## src/rtl/preset_counter_pkg.sv

```systemverilog
/*
  Shared constants and types of the preset counter input/output control:
  register offsets, control field layout, reset values, timing counts and
  the enumerations of configuration, input mode, output mode and
  tachometer input mode.
  Assumes a 40 MHz system clock and a 32-bit APB register bus.
*/
package preset_counter_pkg;

  // clock and timing
  localparam int unsigned CLK_HZ = 40_000_000;
  localparam int unsigned ONESHOT_MS = 500;
  localparam int unsigned ONESHOT_CYCLES = ONESHOT_MS * (CLK_HZ / 1000);
  localparam int unsigned GATE_MS = 1000;
  localparam int unsigned GATE_CYCLES = GATE_MS * (CLK_HZ / 1000);

  // widths
  localparam int unsigned COUNT_W_DEF = 24;
  localparam int unsigned ADDR_W = 8;
  localparam int unsigned DATA_W = 32;
  localparam int unsigned TMR_W = 32;

  // register byte offsets
  localparam logic [ADDR_W-1:0] OFS_CTRL = 8'h00;
  localparam logic [ADDR_W-1:0] OFS_SET1 = 8'h04;
  localparam logic [ADDR_W-1:0] OFS_SET2 = 8'h08;
  localparam logic [ADDR_W-1:0] OFS_PV1 = 8'h0C;
  localparam logic [ADDR_W-1:0] OFS_PV2 = 8'h10;
  localparam logic [ADDR_W-1:0] OFS_STATUS = 8'h14;

  // control register fields
  localparam int unsigned CFG_W = 3;
  localparam int unsigned INM_W = 3;
  localparam int unsigned OUTM_W = 2;
  localparam int unsigned TACH_W = 2;
  localparam int unsigned SINK_W = 4;
  localparam int unsigned KPL_W = 2;
  localparam int unsigned CTRL_CFG_LSB = 0;
  localparam int unsigned CTRL_INM_LSB = 3;
  localparam int unsigned CTRL_OUTM_LSB = 6;
  localparam int unsigned CTRL_TACH_LSB = 8;
  localparam int unsigned CTRL_TWIN_SEL_BIT = 10;
  localparam int unsigned CTRL_SINK_LSB = 11;
  localparam int unsigned CTRL_KPL_LSB = 15;
  localparam int unsigned CTRL_W = 17;

  // status register fields
  localparam int unsigned STAT_OUT_A = 0;
  localparam int unsigned STAT_OUT_B = 1;
  localparam int unsigned STAT_RST_IND = 2;
  localparam int unsigned STAT_KEYS_BLK = 3;
  localparam int unsigned STAT_PIN_LSB = 4;

  // reset values
  localparam logic [CTRL_W-1:0] CTRL_RST = 17'h00000;
  localparam logic [DATA_W-1:0] SET_RST = 32'h00000000;

  // conditioned input positions
  localparam int unsigned PIN_CNT_A = 0;
  localparam int unsigned PIN_CNT_B = 1;
  localparam int unsigned PIN_RST1 = 2;
  localparam int unsigned PIN_RST2 = 3;
  localparam int unsigned PIN_KEYP = 4;
  localparam int unsigned PIN_FKEY = 5;
  localparam int unsigned PIN_N = 6;

  typedef enum logic [CFG_W-1:0] {
    CFG_ONE_STAGE, CFG_TWO_STAGE, CFG_TOTAL, CFG_BATCH, CFG_DUAL, CFG_TWIN, CFG_TACHO
  } cfg_e;

  typedef enum logic [INM_W-1:0] {
    IN_UP, IN_DOWN, IN_CMD, IN_INDIV, IN_QUAD
  } in_mode_e;

  typedef enum logic [OUTM_W-1:0] {
    OUT_LATCH, OUT_LEVEL, OUT_ONESHOT
  } out_mode_e;

  typedef enum logic [TACH_W-1:0] {
    TACH_SINGLE, TACH_SUM, TACH_INDEP
  } tach_mode_e;

endpackage

```

## src/rtl/cond_if.sv

```systemverilog
/*
  Carrier between the top module and the input conditioner: per-input
  sense inversion going in, active level and one-cycle rising event out.
  Assumes both ends run on the same clock.
*/
`timescale 1ns/100ps
interface cond_if #(
  parameter int unsigned N = 6
);
  logic [N-1:0] inv;
  logic [N-1:0] act;
  logic [N-1:0] rise;

  modport cond (input inv, output act, output rise);
  modport user (output inv, input act, input rise);
endinterface

```

## src/rtl/input_conditioner.sv

```systemverilog
/*
  Input conditioner: two-flop synchroniser per pin, sense inversion,
  registered active level and a one-cycle pulse on each active-going edge.
  Assumes raw inputs are asynchronous to clk.
*/
`timescale 1ns/100ps
module input_conditioner #(
  parameter int unsigned N = 6
) (
  input wire logic clk,
  input wire logic arst_n,
  input wire logic [N-1:0] raw_in,
  cond_if.cond c
);

  logic [N-1:0] meta_q;
  logic [N-1:0] sync_q;
  logic [N-1:0] act_q;
  logic [N-1:0] rise_q;
  logic [N-1:0] act_d;

  // sinking inputs read low when on
  assign act_d = sync_q ^ c.inv;
  assign c.act = act_q;
  assign c.rise = rise_q;

  always_ff @(posedge clk or negedge arst_n) begin
    if (!arst_n) begin
      meta_q <= '0;
      sync_q <= '0;
      act_q <= '0;
      rise_q <= '0;
    end else begin
      meta_q <= raw_in;
      sync_q <= meta_q;
      act_q <= act_d;
      rise_q <= act_d & ~act_q;
    end
  end

endmodule

```

## src/rtl/preset_counter_io_control.sv

```systemverilog
/*
  Input and output control of a preset counter that also works as a
  tachometer: count, reset and key-protection pins, present/total/batch
  counts, two set-value outputs and an APB register slave.
  Assumes one 40 MHz clock, an asynchronous active-low reset and pins that
  are asynchronous to the clock.
*/
// Overview of operation
// - single configs: up, down, command, individual, quadrature
// - dual/twin: each input counts its own channel
// - reset clears value and outputs; batch: output b
// - counting blocked while reset held
// - reset loads 0, or final set value counting down
// - reset indicator lit while first reset active
// - second reset lights reset indicator only in tachometer independent mode
// - dual/twin: first reset clears and blocks channel a
// - one/two-stage configs ignore second reset
// - total config: second reset clears, holds total
// - batch: second reset clears batch and output a
// - dual: second reset clears and blocks channel b
// - twin: second reset clears displayed channel, output
// - outputs follow output mode on reaching set value
// - tachometer: input b used unless single mode
// - tachometer: resets hold measurement and outputs
// - tachometer: second reset only in independent mode
// - tachometer: front reset key holds measurement, outputs
// - tachometer: reset indicator lit while holding
// - key protection input blocks keys per level
// - sinking/sourcing per input; key protection sinking
`timescale 1ns/100ps
module preset_counter_io_control #(
  parameter int unsigned COUNT_W = preset_counter_pkg::COUNT_W_DEF,
  parameter int unsigned ONESHOT_CYCLES = preset_counter_pkg::ONESHOT_CYCLES,
  parameter int unsigned GATE_CYCLES = preset_counter_pkg::GATE_CYCLES
) (
  input wire logic clk,
  input wire logic arst_n,
  input wire logic psel,
  input wire logic penable,
  input wire logic pwrite,
  input wire logic [preset_counter_pkg::ADDR_W-1:0] paddr,
  input wire logic [preset_counter_pkg::DATA_W-1:0] pwdata,
  output logic [preset_counter_pkg::DATA_W-1:0] prdata,
  output logic pready,
  output logic pslverr,
  input wire logic count_input_a,
  input wire logic count_input_b,
  input wire logic count_reset_input,
  input wire logic total_reset_input,
  input wire logic key_protect_input,
  input wire logic front_reset_key,
  output logic setpoint_output_a,
  output logic setpoint_output_b,
  output logic reset_indicator,
  output logic keys_blocked
);
  import preset_counter_pkg::*;

  if (COUNT_W < 8 || COUNT_W > 32) begin : g_bad_width
    $error("COUNT_W must lie between 8 and 32");
  end
  if (ONESHOT_CYCLES < 1 || GATE_CYCLES < 2) begin : g_bad_time
    $error("ONESHOT_CYCLES must be at least 1 and GATE_CYCLES at least 2");
  end

  localparam logic [TMR_W-1:0] ONESHOT_LAST = TMR_W'(ONESHOT_CYCLES - 1);
  localparam logic [TMR_W-1:0] GATE_LAST = TMR_W'(GATE_CYCLES - 1);

  function automatic logic [COUNT_W-1:0] step(input logic [COUNT_W-1:0] v,
                                              input logic up, input logic dn);
    step = v;
    if (up && !dn && v != '1) begin
      step = v + 1'b1;
    end else if (dn && !up && v != '0) begin
      step = v - 1'b1;
    end
  endfunction

  // registers
  logic [CTRL_W-1:0] ctrl_q;
  logic [COUNT_W-1:0] sv1_q;
  logic [COUNT_W-1:0] sv2_q;
  logic [COUNT_W-1:0] pv1_q, pv1_d;
  logic [COUNT_W-1:0] pv2_q, pv2_d;
  logic [COUNT_W-1:0] acc1_q, acc1_d;
  logic [COUNT_W-1:0] acc2_q, acc2_d;
  logic [TMR_W-1:0] gate_q, gate_d;
  logic [1:0] out_q, out_d;
  logic [TMR_W-1:0] tmr_q [2];
  logic [TMR_W-1:0] tmr_d [2];
  logic [1:0] reach_prev_q;
  logic [1:0] reach_w;
  logic [1:0] clr_out_w;
  logic rst_ind_q;
  logic keys_blk_q;
  logic [DATA_W-1:0] prdata_q;
  logic pready_q;
  logic pslverr_q;

  // conditioned inputs
  cond_if #(.N(PIN_N)) cif ();
  wire [PIN_N-1:0] act = cif.act;
  wire [PIN_N-1:0] rise = cif.rise;

  // key protection always sinking, front key internal active high
  assign cif.inv = {1'b0, 1'b1, ctrl_q[CTRL_SINK_LSB +: SINK_W]};

  input_conditioner #(.N(PIN_N)) u_cond (
    .clk(clk),
    .arst_n(arst_n),
    .raw_in({front_reset_key, key_protect_input, total_reset_input,
             count_reset_input, count_input_b, count_input_a}),
    .c(cif.cond)
  );

  // control decode
  wire [CFG_W-1:0] cfg_raw = ctrl_q[CTRL_CFG_LSB +: CFG_W];
  wire [INM_W-1:0] inm_raw = ctrl_q[CTRL_INM_LSB +: INM_W];
  wire [OUTM_W-1:0] outm_raw = ctrl_q[CTRL_OUTM_LSB +: OUTM_W];
  wire [TACH_W-1:0] tach_raw = ctrl_q[CTRL_TACH_LSB +: TACH_W];
  cfg_e cfg;
  in_mode_e in_mode;
  out_mode_e out_mode;
  tach_mode_e tach_mode;
  assign cfg = (cfg_raw > CFG_TACHO) ? CFG_ONE_STAGE : cfg_e'(cfg_raw);
  assign in_mode = (inm_raw > IN_QUAD) ? IN_UP : in_mode_e'(inm_raw);
  assign out_mode = (outm_raw > OUT_ONESHOT) ? OUT_LATCH : out_mode_e'(outm_raw);
  assign tach_mode = (tach_raw > TACH_INDEP) ? TACH_SINGLE : tach_mode_e'(tach_raw);
  wire twin_sel_b = ctrl_q[CTRL_TWIN_SEL_BIT];

  wire is_tacho = cfg == CFG_TACHO;
  wire is_pair = (cfg == CFG_DUAL) || (cfg == CFG_TWIN);
  wire one_stage = (cfg == CFG_ONE_STAGE) || (cfg == CFG_TOTAL);
  wire dec_mode = in_mode == IN_DOWN;

  // key protection and reset sources
  wire key_lock = act[PIN_KEYP] && (ctrl_q[CTRL_KPL_LSB +: KPL_W] != '0);
  wire front_key = act[PIN_FKEY] && !key_lock;
  wire rst1 = act[PIN_RST1] || front_key;
  wire rst2 = act[PIN_RST2];
  wire hold = is_tacho && (rst1 || (tach_mode == TACH_INDEP && rst2));

  // single-channel count events
  wire up_ev = (in_mode == IN_UP || in_mode == IN_INDIV) ? rise[PIN_CNT_A] :
               (in_mode == IN_CMD) ? rise[PIN_CNT_A] && !act[PIN_CNT_B] :
               (in_mode == IN_QUAD) ? (rise[PIN_CNT_A] && !act[PIN_CNT_B]) ||
                                      (rise[PIN_CNT_B] && act[PIN_CNT_A]) :
               1'b0;
  wire dn_ev = (in_mode == IN_DOWN) ? rise[PIN_CNT_A] :
               (in_mode == IN_CMD) ? rise[PIN_CNT_A] && act[PIN_CNT_B] :
               (in_mode == IN_INDIV) ? rise[PIN_CNT_B] :
               (in_mode == IN_QUAD) ? (rise[PIN_CNT_A] && act[PIN_CNT_B]) ||
                                      (rise[PIN_CNT_B] && !act[PIN_CNT_A]) :
               1'b0;

  // tachometer events
  wire tach_a_ev = (tach_mode == TACH_SUM) ? rise[PIN_CNT_A] || rise[PIN_CNT_B] :
                   rise[PIN_CNT_A];
  wire tach_b_ev = (tach_mode == TACH_INDEP) && rise[PIN_CNT_B];
  wire gate_end = gate_q == GATE_LAST;

  // set values and reset load
  wire [COUNT_W-1:0] sv_final = one_stage ? sv1_q : sv2_q;
  wire [COUNT_W-1:0] pv1_load = dec_mode ? sv_final : '0;
  wire [COUNT_W-1:0] sv_gap = (sv_final >= sv1_q) ? sv_final - sv1_q : '0;
  wire batch_ev = reach_w[1] && !reach_prev_q[1];

  // channel clears in dual and twin
  wire clr_pv1 = rst1 || (cfg == CFG_TWIN && rst2 && !twin_sel_b);
  wire clr_pv2 = rst2 && (cfg == CFG_DUAL || twin_sel_b);

  always_comb begin
    pv1_d = pv1_q;
    pv2_d = pv2_q;
    acc1_d = acc1_q;
    acc2_d = acc2_q;
    gate_d = gate_q;
    case (cfg)
      CFG_TACHO: begin
        gate_d = gate_end ? '0 : gate_q + 1'b1;
        acc1_d = gate_end ? '0 : step(acc1_q, tach_a_ev, 1'b0);
        acc2_d = gate_end ? '0 : step(acc2_q, tach_b_ev, 1'b0);
        if (gate_end && !hold) begin
          pv1_d = acc1_q;
          pv2_d = acc2_q;
        end
      end
      CFG_DUAL, CFG_TWIN: begin
        pv1_d = clr_pv1 ? '0 : step(pv1_q, rise[PIN_CNT_A], 1'b0);
        pv2_d = clr_pv2 ? '0 : step(pv2_q, rise[PIN_CNT_B], 1'b0);
      end
      CFG_TOTAL: begin
        pv1_d = rst1 ? pv1_load : step(pv1_q, up_ev, dn_ev);
        pv2_d = rst2 ? '0 : step(pv2_q, up_ev || dn_ev, 1'b0);
      end
      CFG_BATCH: begin
        pv1_d = rst1 ? pv1_load : step(pv1_q, up_ev, dn_ev);
        pv2_d = rst2 ? '0 : step(pv2_q, batch_ev, 1'b0);
      end
      default: begin
        // second reset has no effect here
        pv1_d = rst1 ? pv1_load : step(pv1_q, up_ev, dn_ev);
        pv2_d = '0;
      end
    endcase
  end

  // set value reached
  always_comb begin
    reach_w = 2'b00;
    case (cfg)
      CFG_TACHO: begin
        reach_w[0] = pv1_q >= sv1_q;
        reach_w[1] = ((tach_mode == TACH_INDEP) ? pv2_q : pv1_q) <= sv2_q;
      end
      CFG_DUAL, CFG_TWIN: begin
        reach_w[0] = pv1_q >= sv1_q;
        reach_w[1] = pv2_q >= sv2_q;
      end
      CFG_BATCH: begin
        reach_w[0] = pv2_q >= sv1_q;
        reach_w[1] = dec_mode ? pv1_q == '0 : pv1_q >= sv2_q;
      end
      default: begin
        reach_w[0] = !one_stage && (dec_mode ? pv1_q <= sv_gap : pv1_q >= sv1_q);
        reach_w[1] = dec_mode ? pv1_q == '0 : pv1_q >= sv_final;
      end
    endcase
  end

  // output clears per configuration
  always_comb begin
    clr_out_w = 2'b00;
    case (cfg)
      CFG_TACHO: clr_out_w = 2'b00;
      CFG_BATCH: clr_out_w = {rst1, rst2};
      CFG_DUAL: clr_out_w = {rst2, rst1};
      CFG_TWIN: clr_out_w = {clr_pv2, clr_pv1};
      default: clr_out_w = {rst1, rst1};
    endcase
  end

  // output engine
  always_comb begin
    out_d = out_q;
    for (int i = 0; i < 2; i++) begin
      tmr_d[i] = tmr_q[i];
      if (!hold) begin
        if (clr_out_w[i]) begin
          out_d[i] = 1'b0;
          tmr_d[i] = '0;
        end else begin
          case (out_mode)
            OUT_LEVEL: out_d[i] = reach_w[i];
            OUT_ONESHOT: begin
              if (reach_w[i] && !reach_prev_q[i]) begin
                out_d[i] = 1'b1;
                tmr_d[i] = ONESHOT_LAST;
              end else if (tmr_q[i] != '0) begin
                tmr_d[i] = tmr_q[i] - 1'b1;
              end else begin
                out_d[i] = 1'b0;
              end
            end
            default: out_d[i] = out_q[i] || reach_w[i];
          endcase
        end
      end
    end
  end

  always_ff @(posedge clk or negedge arst_n) begin
    if (!arst_n) begin
      pv1_q <= '0;
      pv2_q <= '0;
      acc1_q <= '0;
      acc2_q <= '0;
      gate_q <= '0;
      out_q <= '0;
      tmr_q <= '{default: '0};
      reach_prev_q <= '0;
    end else begin
      pv1_q <= pv1_d;
      pv2_q <= pv2_d;
      acc1_q <= acc1_d;
      acc2_q <= acc2_d;
      gate_q <= gate_d;
      out_q <= out_d;
      tmr_q <= tmr_d;
      reach_prev_q <= hold ? reach_prev_q : reach_w;
    end
  end

  // indicators; second reset lights it only in tachometer independent mode
  wire rst_ind_d = is_tacho ? hold : rst1;

  always_ff @(posedge clk or negedge arst_n) begin
    if (!arst_n) begin
      rst_ind_q <= 1'b0;
      keys_blk_q <= 1'b0;
    end else begin
      rst_ind_q <= rst_ind_d;
      keys_blk_q <= key_lock;
    end
  end

  // APB slave: registered answer one cycle after setup
  wire sel_ctrl = paddr == OFS_CTRL;
  wire sel_set1 = paddr == OFS_SET1;
  wire sel_set2 = paddr == OFS_SET2;
  wire sel_pv1 = paddr == OFS_PV1;
  wire sel_pv2 = paddr == OFS_PV2;
  wire sel_stat = paddr == OFS_STATUS;
  wire mapped = sel_ctrl || sel_set1 || sel_set2 || sel_pv1 || sel_pv2 || sel_stat;
  wire setup = psel && !penable;
  wire wr_en = psel && penable && pready_q && pwrite && !pslverr_q;

  wire [DATA_W-1:0] status_w = DATA_W'({act, keys_blk_q, rst_ind_q, out_q});
  wire [DATA_W-1:0] rd_mux = sel_ctrl ? DATA_W'(ctrl_q) :
                             sel_set1 ? DATA_W'(sv1_q) :
                             sel_set2 ? DATA_W'(sv2_q) :
                             sel_pv1 ? DATA_W'(pv1_q) :
                             sel_pv2 ? DATA_W'(pv2_q) :
                             sel_stat ? status_w :
                             '0;

  always_ff @(posedge clk or negedge arst_n) begin
    if (!arst_n) begin
      pready_q <= 1'b0;
      pslverr_q <= 1'b0;
      prdata_q <= '0;
    end else begin
      pready_q <= setup;
      pslverr_q <= setup && !mapped;
      prdata_q <= (setup && !pwrite) ? rd_mux : '0;
    end
  end

  always_ff @(posedge clk or negedge arst_n) begin
    if (!arst_n) begin
      ctrl_q <= CTRL_RST;
      sv1_q <= COUNT_W'(SET_RST);
      sv2_q <= COUNT_W'(SET_RST);
    end else if (wr_en) begin
      if (sel_ctrl) begin
        ctrl_q <= pwdata[CTRL_W-1:0];
      end
      if (sel_set1) begin
        sv1_q <= pwdata[COUNT_W-1:0];
      end
      if (sel_set2) begin
        sv2_q <= pwdata[COUNT_W-1:0];
      end
    end
  end

  assign prdata = prdata_q;
  assign pready = pready_q;
  assign pslverr = pslverr_q;
  assign setpoint_output_a = out_q[0];
  assign setpoint_output_b = out_q[1];
  assign reset_indicator = rst_ind_q;
  assign keys_blocked = keys_blk_q;

endmodule

```

## config.mk

```make
export PLATFORM = sky130hd
export DESIGN_NAME = preset_counter_io_control
export DESIGN_NICKNAME = d
export VERILOG_FILES = /design/src/rtl/preset_counter_pkg.sv /design/src/rtl/cond_if.sv /design/src/rtl/input_conditioner.sv /design/src/rtl/preset_counter_io_control.sv
export SDC_FILE = /design/constraint.sdc
export NUM_CORES = 1
export LEC_CHECK = 0
export BUFFER_PORTS_ARGS = -buffer_cell sky130_fd_sc_hd__buf_2
export CORE_MARGIN = 2
export CORE_UTILIZATION = 40
export DETAILED_ROUTE_END_ITERATION = 8
export SYNTH_ARGS = -nofsm -noshare
export SYNTH_HDL_FRONTEND = slang
export SYNTH_HIERARCHICAL = 1
export SYNTH_SLANG_ARGS = --single-unit
```

## constraint.sdc

```tcl
create_clock -name clk -period 8.8 [get_ports clk]
set_input_delay 0.88 -clock clk [delete_from_list [all_inputs] [get_ports clk]]
set_output_delay 0.88 -clock clk [all_outputs]
set_load 0.01 [all_outputs]
```

==> flow_summary_export.csv <==
group,metric,value,unit
timing,setup_tns,0,ns
layout,layout_commonest_cell,"dfrtp_1",
worst_setup_path,endpoint_kind,"flip-flop",
synth,synth_cells,2643,
grt,grt_pass1_vias,20455,
pwr,peakVddDrop,136.6,µV
clock_network,cts_max_path_buffers,3,
grt,gr-usage-met3,4.154,%
place,gp_congestion,0.9587,
synth,avgSynthCellArea,8.594,µm²
detailed_routing,viasPerCell,6.120,
clock_network,clock-sinks,309,
clock_network,clock_latency,0.57,ns
timing,finClkSkew,0.02293,ns
layout,layout_common_cells,"309 x dfrtp_1, 239 x nor2_1, 221 x nand2_1",
clock_network,holdBufCountCts,0,
worst_setup_path,cp-start-kind,"flip-flop",
floorplanning,die_area,0.05871,mm²
clock_network,postCtsSetupRepairBufs,0,
layout,final_util,44.66,%
layout,layout-drive-gt1-share,10.01,%
floorplanning,coreArea,0.05628,mm²
worst_setup_path,worstPathRequired,9.24,ns
worst_setup_path,worstSetupPathType,"reg -> reg",
grt,met2_usage,40.22,%
clock_network,path_clk_slew,0.06,ns
timing,fin_crit_sh,91.72,%
timing,timing.hold.ws,0.3474,ns
grt,grt_overflow_total,0,
worst_setup_path,r2r_cells,26,
timing,fmaxAchievable,123.9,MHz
floorplanning,dieHeight,242.3,µm
clock_network,htree_levels,2,
floorplanning,row_count,87,
pwr,p_leak,11.91,nW
place,hpwl,55330,µm
timing,rsz0062_at_grt,"no",
layout,areaGrowthSynthToFinish,10.65,%
detailed_routing,drt_wl_total,75500,µm
timing,fin_crit,8.071,ns
floorplanning,ios,89,
clock_network,cts_root_buffer,"clkbuf_16",
floorplanning,initial_core_util,40.36,%
timing,worst_slew_margin_rel,18.31,%
detailed_routing,vias,21082,
detailed_routing,antenna_left,0,
layout,nets,2919,
timing,finalSetupViolCount,0,
worst_hold_path,hold_class,"reg -> reg",
worst_setup_path,arrival,8.51,ns
layout,layoutNonFillerInstCount,3445,
layout,fillers,5522,
timing,hold_violations,0,
clock_network,cts_inserted_buffers,39,
timing,maxSlewViolCount,0,
clock_network,tritoncts,"built",
grt,use_met1,34.09,%
clock_network,post_cts_resized,0,
pwr,power.density,151.7,mW/mm²
layout,seq_area,0.007732,mm²
layout,multiInputGateArea,0.01397,mm²
detailed_routing,wl_per_cell,21.92,µm
worst_setup_path,path_max_fanout,24,
grt,grt_start_max_net_pins,163,
timing,tightest_slew,1.217,ns
place,dp.cells,3376,
place,portBuffers,72,
grt,antenna_found_initial,1,
run_status,outcome,"finished, final reports clean",
detailed_routing,drc,0,
worst_hold_path,hold_depth,0,
floorplanning,die_w,242.3,µm
grt,grt_pass1_wl,117900,µm
detailed_routing,drt_first_iter_violations,2077,
synth,yosysWarnings,6,
synth,netlist_area,0.02271,mm²
job,maxCapViolations,0,
grt,gr-max-usage-layer,"met2",
grt,track_usage,25.36,%
detailed_routing,firstDrtPassIters,8,
## worst max-delay path, cell delays in order (launching register included)
cell and delay [ns]:
dfrtp_1 0.50, ha_1 0.36, a21oi_4 0.59, buf_4 0.32, nor2_1 0.06, a21oi_1 0.32
inv_1 0.10, ha_1 0.35, inv_1 0.10, nor3_1 0.39, a221o_1 0.25, inv_1 0.06
and3_1 0.14, o211a_1 0.11, a21oi_1 0.15, inv_1 0.13, or3b_2 0.49, ha_1 0.31
nand4_1 0.16, nor4_1 0.62, nand2_1 0.12, a21oi_1 0.20, a221oi_2 0.09, o21a_1 0.24
o21ai_1 0.94, nor2_1 0.46, a32o_1 0.37
## through the flow
step | cell area [µm²] | setup WS (ns) | power [mW]
floorplan | 22740 | 2.347 | 1.962
global placement | 23790 | 0.8069 | 2.122
detailed placement | 23790 | 0.6892 | 2.141
CTS | 25120 | 0.6378 | 3.844
global route | 25130 | 0.07780 | 3.980
finish | 25130 | 0.7286 | 3.814
## registers in the layout, indices dropped and copies added, names as in the netlist, 2 cells and up
signal	count
acc1_q	24
sv2_q	24
u_cond/c.act	6
pv1_q	24
out_q	2
u_cond/c.rise	2
prdata	24
reach_prev_q	2
gate_q	32
u_cond/sync_q	6
tmr_q	64
u_cond/meta_q	6
pv2_q	24
ctrl_q	17
acc2_q	24
sv1_q	24
## cell type report
cell class | count | share of cell area (%)
Multi-Input combinational cell | 2072 | 55.59
Tap cell | 756 | 3.763
Timing Repair Buffer | 109 | 2.628
Clock inverter | 16 | 0.9508
Antenna cell | 2 | 0.01991
Inverter | 130 | 1.941
Sequential cell | 309 | 30.76
Clock buffer | 51 | 4.341
## path summary, 6_finish.rpt
kind                       slack (ns)              from          endpoint
max in group asynchronous        7.03            arst_n        acc2_q[20]
max reg2reg                      0.73         ctrl_q[1]         tmr_q[41]
min in group asynchronous        0.36            arst_n         tmr_q[38]
min reg2reg                      0.35  u_cond/meta_q[3]  u_cond/sync_q[3]
max                              0.73         ctrl_q[1]         tmr_q[41]
min                              0.35  u_cond/meta_q[3]  u_cond/sync_q[3]
## per-layer routing
metal / vias up / wire length [µm] / part of all wire [%]
li1: 9723 / - / -
met1: 10357 / 32440 / 43
met2: 814 / 34200 / 45
met3: 188 / 5401 / 7.2
met4: 0 / 3460 / 4.6
met5: - / 0 / 0
## report_power, final
part           internal (mW)  switching, mW  total [mW]
Combinational          0.209          0.352       0.561
Clock                   1.05          0.647        1.69
Sequential              1.48         0.0797        1.56
Total                   2.74           1.08        3.81
Note: power is estimated with default switching activity, not from simulation.
